$ cat src/core/touch_pkg.sv
// package: constants for the touch sample buffer and read-out port
// assumes: a 50 MHz system clock and a byte-wide register port
package touch_pkg;
  localparam int unsigned CLK_HZ              = 50000000;
  localparam int unsigned TICK_NS             = 1000;           // 1 us interval tick
  localparam int unsigned TICK_CYCLES         = (TICK_NS * (CLK_HZ / 1000000)) / 1000;
  localparam int unsigned US_PER_MS           = 1000;
  localparam logic [9:0]  TICK_LAST           = 10'(TICK_CYCLES - 1);
  localparam logic [9:0]  US_LAST             = 10'(US_PER_MS - 1);

  localparam logic [7:0]  ADDR_DATA_PORT      = 8'h42;
  localparam logic [7:0]  ADDR_SAMPLE_INTERVAL = 8'h43;
  localparam logic [7:0]  ADDR_INT_STATUS     = 8'h0B;
  localparam logic [7:0]  INTERVAL_RESET      = 8'h0A;
  localparam logic [7:0]  DATA_PORT_RESET     = 8'hB0;

  localparam int unsigned VALID_BIT           = 1;
  localparam logic [2:0]  LEN_XYZ             = 3'h4;
  localparam logic [2:0]  LEN_XY              = 3'h3;

  localparam logic [1:0]  POLICY_TIMED        = 2'h0;
  localparam logic [1:0]  POLICY_TRIGGER      = 2'h1;
  localparam logic [1:0]  POLICY_HOST_PACED   = 2'h2;
endpackage : touch_pkg

$ cat src/core/touch_interval_timer.sv
// file: interval timer producing one start pulse per (interval+1) ms
// assumes: clk_sys at the package rate; interval may change at any time
`timescale 1ns/1ps
module touch_interval_timer
(
  input  wire logic       clk_sys,
  input  wire logic       resetn,
  input  wire logic       run,
  input  wire logic [7:0] interval,
  output logic            expire
);
  typedef struct packed
  {
    logic [9:0] pre;
    logic [9:0] us;
    logic [7:0] ms;
    logic       exp;
  } tmr_type;

  tmr_type s_q;
  tmr_type s_d;

  // prescale to a 1 us tick, count 1000 ticks a ms, interval+1 ms a period
  always_comb
  begin
    s_d     = s_q;
    s_d.exp = 1'b0;
    if (!run)
    begin
      s_d.pre = '0;
      s_d.us  = '0;
      s_d.ms  = '0;
    end
    else if (s_q.pre == touch_pkg::TICK_LAST)
    begin
      s_d.pre = '0;
      if (s_q.us == touch_pkg::US_LAST)
      begin
        s_d.us = '0;
        if (s_q.ms >= interval)
        begin
          s_d.ms  = '0;
          s_d.exp = 1'b1;
        end
        else
          s_d.ms = s_q.ms + 8'h01;
      end
      else
        s_d.us = s_q.us + 10'h001;
    end
    else
      s_d.pre = s_q.pre + 10'h001;
  end

  always_ff @(posedge clk_sys or negedge resetn)
  begin
    if (!resetn)
      s_q <= '0;
    else
      s_q <= s_d;
  end

  assign expire = s_q.exp;
endmodule : touch_interval_timer

$ cat src/core/touch_sample_buffer_port.sv
// file: touch sample timing, packing and single-entry read-out buffer
// assumes: conversion engine outside answers each start with one done pulse;
// the host port gives one-cycle read and write strobes with a byte address
//
// What this block does
// - interval is register value plus one milliseconds
// - start one measurement cycle per interval while touched
// - pack X high, X low/Y high, Y low, Z
// - status prefix byte leads sample when enabled
// - status bit1 is data valid, cleared on read
// - reading status byte clears interrupt status
// - acquire trigger resets read pointer when it starts a trigger-mode measurement
// - host-paced mode: completion overwrites, resets pointer
// - timed mode samples even when buffer unread
// - unread buffer is replaced by new sample
// - new sample dropped while read in progress, except in host-paced mode
// - other address access ends partial read
// - interrupt status read clears set bits
// - Z is pressure shifted by divider, low byte
`timescale 1ns/1ps
module touch_sample_buffer_port
(
  input  wire logic        clk_sys,
  input  wire logic        resetn,
  // host register port
  input  wire logic        reg_rd,
  input  wire logic        reg_wr,
  input  wire logic [7:0]  reg_addr,
  input  wire logic [7:0]  reg_wdata,
  output logic [7:0]       reg_rdata,
  // configuration held in neighbouring registers
  input  wire logic        packing_select,
  input  wire logic        status_prefix_enable,
  input  wire logic [1:0]  acquisition_policy,
  input  wire logic        acquire_trigger,
  input  wire logic [3:0]  z_divider,
  input  wire logic [7:0]  interrupt_status_register,
  output logic             interrupt_status_clear,
  // touch detection and conversion engine
  input  wire logic        touch_valid,
  output logic             measure_start,
  input  wire logic        measure_done,
  input  wire logic [11:0] x_value,
  input  wire logic [11:0] y_value,
  input  wire logic [15:0] pressure,
  output logic [7:0]       sample_interval,
  output logic             data_ready
);
  typedef struct packed
  {
    logic [7:0]  interval;
    logic [7:0]  b0;
    logic [7:0]  b1;
    logic [7:0]  b2;
    logic [7:0]  b3;
    logic        valid;
    logic        busy;
    logic        reading;
    logic [2:0]  ptr;
    logic [7:0]  rdata;
    logic        start;
    logic        isr_clr;
  } state_type;

  state_type s_q;
  state_type s_d;

  logic       expire;
  logic       timed_run;
  logic [2:0] len;
  logic [2:0] cidx;
  logic [7:0] coord;
  logic [7:0] z_byte;
  logic [7:0] pick;
  logic       at_status;
  logic       data_rd;

  touch_interval_timer u_timer
  (
    .clk_sys  (clk_sys),
    .resetn   (resetn),
    .run      (timed_run),
    .interval (s_q.interval),
    .expire   (expire)
  );

  // the timer only runs in timed mode while a touch persists
  assign timed_run = touch_valid && (acquisition_policy == touch_pkg::POLICY_TIMED);

  // pressure reduced by the divider; only the low byte is kept
  assign z_byte = 8'(pressure >> z_divider);

  // packed length with optional status prefix
  always_comb
  begin
    len = packing_select ? touch_pkg::LEN_XY : touch_pkg::LEN_XYZ;
    if (status_prefix_enable)
      len = len + 3'h1;
  end

  // byte selection: pointer 0 is the status byte when prefixed
  assign at_status = status_prefix_enable && (s_q.ptr == 3'h0);
  assign cidx      = status_prefix_enable ? s_q.ptr - 3'h1 : s_q.ptr;
  always_comb
  begin
    case (cidx)
      3'h0:    coord = s_q.b0;
      3'h1:    coord = s_q.b1;
      3'h2:    coord = s_q.b2;
      3'h3:    coord = s_q.b3;
      default: coord = 8'h00;
    endcase
    pick = coord;
    if (at_status)
    begin
      pick = 8'h00;  // reserved bits read as zero
      pick[touch_pkg::VALID_BIT] = s_q.valid;
    end
  end

  assign data_rd = reg_rd && (reg_addr == touch_pkg::ADDR_DATA_PORT);

  // one process owns all buffer, pointer and handshake state
  always_comb
  begin
    s_d         = s_q;
    s_d.start   = 1'b0;
    s_d.isr_clr = 1'b0;

    if (reg_wr && reg_addr == touch_pkg::ADDR_SAMPLE_INTERVAL)
      s_d.interval = reg_wdata;

    // start a measurement: timer in timed mode, trigger, or host-paced refill
    case (acquisition_policy)
      touch_pkg::POLICY_TIMED:
        if (expire && !s_q.busy)
          s_d.start = 1'b1;
      touch_pkg::POLICY_TRIGGER:
        if (acquire_trigger && touch_valid && !s_q.busy)
        begin
          s_d.start   = 1'b1;
          s_d.ptr     = 3'h0;
          s_d.reading = 1'b0;
        end
      touch_pkg::POLICY_HOST_PACED:
        if (touch_valid && !s_q.busy && !s_q.valid && !s_q.reading)
          s_d.start = 1'b1;  // refill only once valid is clear and no read is under way
      default: ;
    endcase
    if (s_d.start)
      s_d.busy = 1'b1;

    // host access to the data port walks the packed sample
    if (data_rd)
    begin
      s_d.rdata = pick;
      if (at_status)
      begin
        s_d.isr_clr = 1'b1;
        s_d.valid   = 1'b0;
      end
      if (s_q.ptr + 3'h1 >= len)
      begin
        s_d.ptr     = 3'h0;
        s_d.reading = 1'b0;
        s_d.valid   = 1'b0;
      end
      else
      begin
        s_d.ptr     = s_q.ptr + 3'h1;
        s_d.reading = 1'b1;
      end
    end
    else if (reg_rd)
    begin
      // a partial read abandoned for another address ends the read but leaves valid as it is
      s_d.ptr     = 3'h0;
      s_d.reading = 1'b0;
      if (reg_addr == touch_pkg::ADDR_SAMPLE_INTERVAL)
        s_d.rdata = s_q.interval;
      else
        s_d.rdata = 8'h00;
      if (reg_addr == touch_pkg::ADDR_INT_STATUS)
      begin
        s_d.rdata   = interrupt_status_register;
        s_d.isr_clr = 1'b1;
      end
    end
    else if (reg_wr && reg_addr != touch_pkg::ADDR_DATA_PORT && s_q.reading)
    begin
      s_d.ptr     = 3'h0;
      s_d.reading = 1'b0;
    end

    // a finished sample lands unless a read is under way; host-paced mode ends the read first
    if (measure_done)
    begin
      s_d.busy = 1'b0;
      if (acquisition_policy == touch_pkg::POLICY_HOST_PACED)
      begin
        s_d.ptr     = 3'h0;
        s_d.reading = 1'b0;
      end
      if (!s_d.reading)
      begin
        s_d.b0    = x_value[11:4];
        s_d.b1    = {x_value[3:0], y_value[11:8]};
        s_d.b2    = y_value[7:0];
        s_d.b3    = z_byte;
        s_d.valid = 1'b1;  // set wins over a same-cycle read clear
        s_d.ptr   = 3'h0;
      end
    end
  end

  always_ff @(posedge clk_sys or negedge resetn)
  begin
    if (!resetn)
    begin
      s_q          <= '0;
      s_q.interval <= touch_pkg::INTERVAL_RESET;
      s_q.rdata    <= touch_pkg::DATA_PORT_RESET;
    end
    else
      s_q <= s_d;
  end

  // outputs all come from state; the host interval choice is its own concern
  assign reg_rdata              = s_q.rdata;
  assign measure_start          = s_q.start;
  assign interrupt_status_clear = s_q.isr_clr;
  assign sample_interval        = s_q.interval;
  assign data_ready             = s_q.valid;
endmodule : touch_sample_buffer_port
$ cat config.mk
export PLATFORM = sky130hd
export DESIGN_NAME = touch_sample_buffer_port
export DESIGN_NICKNAME = d
export VERILOG_FILES = /design/src/core/touch_pkg.sv /design/src/core/touch_interval_timer.sv /design/src/core/touch_sample_buffer_port.sv
export SDC_FILE = /design/constraint.sdc
export NUM_CORES = 1
export LEC_CHECK = 0
export BUFFER_PORTS_ARGS = -buffer_cell sky130_fd_sc_hd__clkbuf_2
export CAP_MARGIN = 10
export CORE_ASPECT_RATIO = 0.7
export CORE_MARGIN = 3
export CORE_UTILIZATION = 51
export DETAILED_ROUTE_END_ITERATION = 6
export PLACE_DENSITY = 0.71
export SLEW_MARGIN = 20
export SYNTH_ARGS = -nofsm -noshare
export SYNTH_HDL_FRONTEND = slang
export SYNTH_SLANG_ARGS = --single-unit
$ cat constraint.sdc
create_clock -name clk_sys -period 8 [get_ports clk_sys]
set_input_delay 0.4 -clock clk_sys [delete_from_list [all_inputs] [get_ports clk_sys]]
set_output_delay 0.4 -clock clk_sys [all_outputs]
set_load 0.01 [all_outputs]
* Word-level counts from Yosys, hierarchy flattened
Index checks and enable logic that the tools add are counted.
Widths: inputs -> output; s select.
** Cells by class
- Order comparisons :: 2
- Multiplexer cells :: 39
- Bitwise logic cells :: 1
- Eq/ne operators :: 13
- Shift-type cells :: 1
- Add/sub/neg operators :: 6
- Reduce and logical (&&, ||, !) cells :: 22
** Operators with widths (number)
- $mux 8 :: 5
- $pmux 8 s4 :: 1
- $mux 28 :: 1
- $mux 4 :: 7
- $add 10x1->10 const B :: 2
- $mux 10 :: 2
- $mux 19 :: 1
- $eq 8x7->1 const B :: 2
- $shr 16x4->8 :: 1
- $mux 1 :: 14
- $logic_and 1x1->1 :: 12
- $mux 12 :: 1
- $mux 3 :: 4
- $eq 10x10->1 const B :: 1
- $eq 10x6->1 const B :: 1
- $mux 9 :: 1
- $add 8x1->8 const B :: 1
- $eq 8x4->1 const B :: 1
- $ge 8x8->1 :: 1
- $ne 8x7->1 const B :: 1
- $add 3x1->3 const B :: 2
- $eq 3x2->1 const B :: 2
- $logic_not 3->1 :: 2
- $mux 6 :: 1
- 12 further kinds :: 17
** Storage, ports and cells
- Bits of input ports :: 79
- Flip-flop bits (word level) :: 85
- Logic and storage cells :: 100

* Longest topological paths before layout
Gate-level depths: netlist of the first run.
- Depth in word-level cells :: 11
- Depth in mapped cells :: 11
- Gate-level depth less buffers :: 9

* Cells and area by module
Synthesis of the first run repeated with hierarchy kept, for this count alone.
** Second synthesis, totals
- Cells, all modules :: 494
- Area, all modules :: 5243.8 µm²
** Modules (own cells, without submodules)
- touch_sample_buffer_port :: seq. area each 1407.6 µm², times used 1, cells an instance 305, area each 3527.1 µm²
- touch_interval_timer :: seq. area each 725.7 µm², times used 1, cells an instance 189, area each 1716.6 µm²

* Least setup slack after synthesis of the first run
OpenSTA, ideal clock, no wires.
- Path kind :: register -> register
- Start :: reg s_q[10] in the netlist's numbering
- End :: reg s_q[22] in the netlist's numbering
- Path slack :: 5.088 ns
- Path buffers :: 2
- Clock period less this slack :: 2.912 ns
- Cell stages (with the launch flop) :: 11
- Arrival :: 2.787 ns
- Cells stage by stage :: dfrtp_1 -> clkbuf_1 -> inv_1 -> ha_1 -> ha_1 -> nand2_1 -> o21ai_1 -> nor3_4 -> a211oi_4 -> buf_12 -> mux2_4
** On the way
- Word-level cells in the longest chain between the ends :: 8
** RTL lines
- start: declaration :: RTL line touch_sample_buffer_port.sv:65 : state_type s_q;
- $add 3x1->3 :: RTL line touch_sample_buffer_port.sv:162 : if (s_q.ptr + 3'h1 >= len)
- $ge 3x3->1 :: RTL line touch_sample_buffer_port.sv:162
- $mux 4 :: RTL line touch_sample_buffer_port.sv:162
- $mux 12 :: RTL line touch_sample_buffer_port.sv:154 : if (data_rd)
- $mux 4 :: RTL line touch_sample_buffer_port.sv:199 : if (acquisition_policy == touch_pkg::POLICY_HOST_PACED)
- $mux 4 :: RTL line touch_sample_buffer_port.sv:196 : if (measure_done)
- $not 1->1 (no line)
- $reduce_and 2->1 (no line)
Every way passes these cells. The select of a mux whose other input is x is not followed.
A chain may end at the register's enable or synchronous reset.

* Final worst setup path of the first run
- Start :: reg s_q[10] in the netlist's numbering
- End :: reg s_q[16] in the netlist's numbering
Same word-level chain as after synthesis.

==> results of run 1 <==
## synth_stat cells, types with 4 or more instances
| cell type | instances |
|---|---|
| mux4_2 | 7 |
| nand2_1 | 26 |
| nand2b_1 | 7 |
| buf_4 | 17 |
| and3_1 | 8 |
| o22ai_1 | 7 |
| mux2_2 | 15 |
| nand3_1 | 17 |
| nor2b_1 | 8 |
| buf_2 | 8 |
| a22o_1 | 11 |
| and2_1 | 5 |
| o21ai_1 | 4 |
| xor2_1 | 10 |
| ha_1 | 20 |
| mux2i_1 | 18 |
| mux2_4 | 26 |
| nor2_1 | 35 |
| a211oi_1 | 5 |
| dfrtp_1 | 80 |
| a22oi_1 | 11 |
| clkbuf_1 | 4 |
| a221oi_1 | 7 |
| o21ai_0 | 17 |
| inv_1 | 22 |
| a21oi_1 | 22 |
| dfstp_2 | 5 |
| a31oi_1 | 6 |
## report_power, final
group | internal, mW | leakage [nW] | total, mW | switching [mW]
clock network | 0.264 | 0.148 | 0.420 | 0.156
logic | 0.0661 | 1.56 | 0.131 | 0.0645
registers | 0.453 | 1.09 | 0.469 | 0.0161
total | 0.783 | 2.80 | 1.02 | 0.236
## critical path: stages, from the launching register on
cell and delay [ns]:
dfrtp_1 0.49, ha_1 0.26, nor2b_1 0.13, or2_2 0.29
ha_1 0.31, nand2_1 0.06, o21ai_1 0.28, nor3_4 0.11
a211oi_4 0.24, buf_4 0.52, mux2_2 0.40
## layout make-up
class | instances | area [sq um]
clock buffer | 13 | 270
clock inverter | 1 | 30.0
fill | 834 | 3880
inverter | 23 | 86.3
multi-input combinational | 345 | 2810
sequential | 85 | 2130
tap | 128 | 160
timing repair buffer | 98 | 499
## registers in the layout, indices dropped and copies added, names as in the netlist
name and flops:
data_ready 1, sample_interval 8, reg_rdata 8, measure_start 1
u_timer.s_q 28, u_timer.expire 1, interrupt_status_clear 1, s_q 37
## kinds of logic after synthesis
group | Yosys count | synth area share
simple gates | 135 | 0.144
flops | 85 | 0.405
buf+inv | 56 | 0.0623
mux | 66 | 0.170
compound gates | 112 | 0.150
fa+ha+maj | 20 | 0.0475
xor+xnor | 12 | 0.0200
## stage by stage
step | instance area (sq um) | worst slack (ns) | std cells
after global placement | 5680 | 4.93 | 679
after detailed placement | 5680 | 4.78 | 679
after CTS | 5980 | 4.78 | 693
after floorplan | 5270 | 5.09 | 486
after global routing | 5990 | 4.62 | 693
final | 5990 | 4.76 | 693
## worst paths after layout
kind	endpoint	slack [ns]	cells after the start
worst max register to register	s_q[16]	4.76	10
worst min-delay path	reg_rdata[1]	0.10	1
worst min register to register	measure_start	0.46	1
min in group clk_sys	s_q[14]	0.26	2
worst max-delay path	s_q[16]	4.76	10
max in group asynchronous	sample_interval[4]	7.38	1
## layer usage
metal | track usage | share of wire | vias to the layer above
met1 | 0.313 | 0.49 | 1980
li1 | - | - | 1932
met3 | 0.0606 | 0.058 | 7
met4 | 0.0339 | 0.0068 | 0
met2 | 0.326 | 0.44 | 127
met5 | 0 | 0 | -
==> out/metrics.yaml, run 1 <==
post_cts_buffers: 0
drv_cap: 0
fin_crit_sh: 0.404
vias: 4046
mostFrequentLayoutCells: "clkbuf_2 (96), dfrtp_1 (80), nor2_1 (35), nand2_1 (26), mux2_4 (26)"
portBuffers: 97
period_minus_slack_ns: 3.24
post_cts_resized: 0
max-vdd-ir-drop_uv: 96.1
hold_viol: 0
syn_inst: 486
finClkSkew_ns: 0.00648
diodes: 0
gr-usage-all-layers: 0.215
ys_ff_latch: 85
setup.worst_path.start: "s_q[10]"
tritoncts: "built"
ant_nets: 0
ys_types: 66
coreArea_sq_um: 9870
fin_setup_tns_ns: 0
drcViolationCount: 0
antenna_found_initial: 0
wire_per_inst_um: 17.7
power_mw: 1.02
maxSlewHeadroom: 0.371
dp_hpwl_um: 9400
async_flop_share: 1.00
routed_via_density: 5.84
avgSynthCellArea_sq_um: 10.8
cts.sinks: 85
max_freq_ghz: 0.309
synth-edff-count: 0
cp_data_required_time_ns: 8.22
critPathArrivalTime_ns: 3.45
fin_util: 0.607
drive_above_1_share: 0.326
cts_max_level: 3
grt_pass1_vias: 4003
grt_start_max_net_pins: 86
final_common_cell: "clkbuf_2"
fp-row-count: 30
clockBufferDepth: 2
crit_type: "reg2reg"
die_y_um: 91.0
worst_slew_pin_slew_ns: 0.941
r2r_start: "s_q[10]"
final_nets: 661
critPathMaxFanout: 36
setup_viol: 0
initial_core_util: 0.533
synth-seq-area-share: 0.405
dr.pass1.iters: 5
rsz0062_at_grt: "false"
insertion_delay_ns: 0.33
cellLeakagePower_nw: 2.80
netlist.area_leader.share: 0.380
slew_viol_final: 0
synth_fp_nets: 585
synth_top_area_cell: "dfrtp_1"
routed_wl_um: 12300
cts.clk_slew.worst_paths_ns: 0.06
cts_buffers: 9
io_pins: 98
ys_warn_count: 0
overflow: 0
p_per_area_nw_per_um2: 170
root_buffer: "clkbuf_16"
holdBufCountCts: 0
ys_top_cells_by_area: "dfrtp_1 (38%), mux2_4 (7.4%), ha_1 (4.8%)"
area_growth_pct: 13.8
die-area_sq_um: 11600
hp-class: "in2async"
drt_iter0_drc: 368
cp-start-kind: "flip-flop"
status: "finished, final reports clean"
grt_pass1_wl_um: 20100
synth-main-ff-cell: "dfrtp_1"
end_kind: "flip-flop"
synth_area_sq_um: 5270
place_congestion: 0.866
fp.dieW_um: 127
holdWs_ns: 0.105
Note: power is estimated with default switching activity, not from simulation.
==> run 2, diff against run 1 <==
--- a/config.mk
+++ b/config.mk
@@ -11,7 +11,7 @@
 export CORE_MARGIN = 3
 export CORE_UTILIZATION = 51
 export DETAILED_ROUTE_END_ITERATION = 6
-export PLACE_DENSITY = 0.71
+export PLACE_DENSITY = 0.74
 export SLEW_MARGIN = 20
 export SYNTH_ARGS = -nofsm -noshare
 export SYNTH_HDL_FRONTEND = slang
==> constraint.sdc (replaced) <==
create_clock -name clk_sys -period 2.9 [get_ports clk_sys]
set_input_delay 0.145 -clock clk_sys [delete_from_list [all_inputs] [get_ports clk_sys]]
set_output_delay 0.145 -clock clk_sys [all_outputs]
set_load 0.01 [all_outputs]
==> out/metrics.yaml, run 2 (synthesis results as in run 1) <==
area_growth_pct: 15.9
min_from: "y_value[6]"
grt_pass1_wl_um: 19800  # -1.4%
drive_above_1_share: 0.338  # +0.0123
insertion_delay_ns: 0.34  # about the same
finClkSkew_ns: 0.00375  # -0.00272 ns
grt_start_max_net_pins: 86  # unchanged
die_y_um: 91.0  # unchanged
overflow: 0  # unchanged
slowest_delay_ns: 0.42  # -0.10 ns
hold_depth: 2
largestRegisters: "s_q (37), u_timer.s_q (28)"
maxSlewHeadroom: 0.348  # -0.0226
diodes: 0  # unchanged
drt_iter0_drc: 221  # -40%
largest_register_ffs: 37  # unchanged
die-area_sq_um: 11600  # unchanged
cpMaxStageDelayCell: "dfrtp_1"
dp_hpwl_um: 9240  # -1.7%
fin_setup_tns_ns: 0  # unchanged
max-vdd-ir-drop_uv: 297  # +210%
cellLeakagePower_nw: 2.85  # +2.0%
rsz0062_at_grt: "false"
final_area_sq_um: 6100  # +1.8%
p_per_area_nw_per_um2: 445  # +160%
crit_type: "reg2reg"
root_buffer: "clkbuf_16"
cp_top_family: "simple AND/OR/NAND/NOR gates"
drcViolationCount: 0  # unchanged
drv_cap: 0  # unchanged
largest_register: "s_q"
vias: 4096  # +1.2%
final_nets: 672  # +1.7%
portBuffers: 97  # unchanged
coreArea_sq_um: 9870  # unchanged
fillerInstances: 802  # -3.8%
path_depth: 11  # +1
routed_wl_um: 12500  # +2.0%
critPathArrivalTime_ns: 3.02  # -0.43 ns
hold_viol: 0  # unchanged
critPathMaxFanout: 15  # -58%
clockBufferDepth: 2  # unchanged
dr.pass1.iters: 4  # -1
wire_per_inst_um: 17.7  # +0.26%
io_pins: 98  # unchanged
cts_buffers: 9  # unchanged
worstPathBufferInverterCount: 2  # +1
holdWs_ns: 0.0365  # -0.0681 ns
antenna_found_initial: 0  # unchanged
r2r_start: "s_q[11]"
setup.worst_path.start: "s_q[11]"
period_minus_slack_ns: 2.80  # -0.440 ns
fin_crit_sh: 0.964  # +0.559
cp_data_required_time_ns: 3.12  # -5.10 ns
cts.sinks: 85  # unchanged
max_freq_ghz: 0.358  # +16%
multi_input_area_sq_um: 2810  # -0.18%
cts.clk_slew.worst_paths_ns: 0.06  # about the same
final_common_cell: "clkbuf_2"
mostFrequentLayoutCells: "clkbuf_2 (96), dfrtp_1 (80), nor2_1 (35), nand2_1 (26), mux2_4 (26)"
fp-row-count: 30  # unchanged
end_kind: "flip-flop"
worstRegToRegCells: 11  # +1
initial_core_util: 0.533  # unchanged
place_area_sq_um: 5720  # +0.75%
cts_max_level: 3  # unchanged
status: "finished, final reports clean"
gr-usage-all-layers: 0.214  # -0.00142
fp.dieW_um: 127  # unchanged
hp-class: "in2reg"
slew_viol_final: 0  # unchanged
ant_nets: 0  # unchanged
setup_viol: 0  # unchanged
cp-start-kind: "flip-flop"
routed_via_density: 5.81  # -0.49%
worstPathCellList: "ha_1 -> nor2b_1 -> or2_2 -> ha_1 -> nand2_1 -> o21ai_2 -> nor3_4 -> a211oi_4 -> buf_12 -> clkbuf_16 -> mux2_4"
seqCellArea_sq_um: 2130  # unchanged
place_congestion: 0.839  # -3.2%
tritoncts: "built"
grt_pass1_vias: 3831  # -4.3%
cpMostUsedCell: "ha_1"
worst_slew_pin_slew_ns: 0.975  # +0.0338 ns
[run 2: changes by cell type in the layout (fill, tap and decap cells not counted)]
cell           delta
bufinv_16         -1
clkinvlp_4        +2
clkbuf_16         +2
buf_12            +2
nor4b_2           +1
clkinv_2          +2
nor4b_4           -1
dlygate4sd3_1     +2
o21ai_2           +1
buf_4             +5
o21ai_1           -1
clkbuf_8          -2
[run 2: power by group]
part / switching, mW / total, mW / internal (mW) / leakage, nW
registers: 0.0454 / 1.29 / 1.25 / 1.09
clock network: 0.446 / 1.04 / 0.595 / 0.127
logic: 0.181 / 0.381 / 0.200 / 1.64
[run 2: worst register-to-register path: stages (launching register included)]
cell,delay [ns]
dfrtp_1,0.42
ha_1,0.21
nor2b_1,0.14
or2_2,0.28
ha_1,0.32
nand2_1,0.09
o21ai_2,0.19
nor3_4,0.07
a211oi_4,0.28
buf_12,0.16
clkbuf_16,0.20
mux2_4,0.31
[run 2: final timing paths]
kind	slack, ns	end
worst max-delay path	0.10	s_q[45]
worst min-delay path	0.04	s_q[30]
worst max register to register	0.10	s_q[45]
worst min register to register	0.47	measure_start
max in group asynchronous	1.96	s_q[18]
min in group asynchronous	0.42	interrupt_status_clear
[run 2: layout make-up]
cell class	count	area share
tap	128	0.0262
clock buffer	11	0.0398
multi-input combinational	345	0.460
clock inverter	4	0.00410
sequential	85	0.350
inverter	23	0.0141
timing repair buffer	109	0.106
[run 2: metal layers]
layer | global-route usage | share of wire | vias up
li1 | - | - | 1951
met1 | 0.324 | 0.50 | 2029
met2 | 0.304 | 0.45 | 103
met3 | 0.0541 | 0.049 | 13
met4 | 0.0518 | 0.011 | 0
met5 | 0 | 0 | -
[run 2: metrics by stage]
step | power (mW) | worst slack, ns | instances | util
after global routing | 2.83 | 0.0264 | 705 | 0.618
after detailed placement | 1.67 | 0.0887 | 683 | 0.580
after global placement | 1.66 | 0.192 | 683 | 0.580
after floorplan | 1.54 | 0.00971 | 486 | -
after CTS | 2.72 | 0.0608 | 699 | 0.608
final | 2.72 | 0.105 | 705 | 0.618
[run 2: what timing repair did]
item / 4_1_cts / 5_1_grt
setup endpoints to repair: 0 / 32
resized for setup: 0 / 1
hold buffers: 1 / 1
setup buffers: 0 / 3
endpoints found under the hold margin: 1 / 80
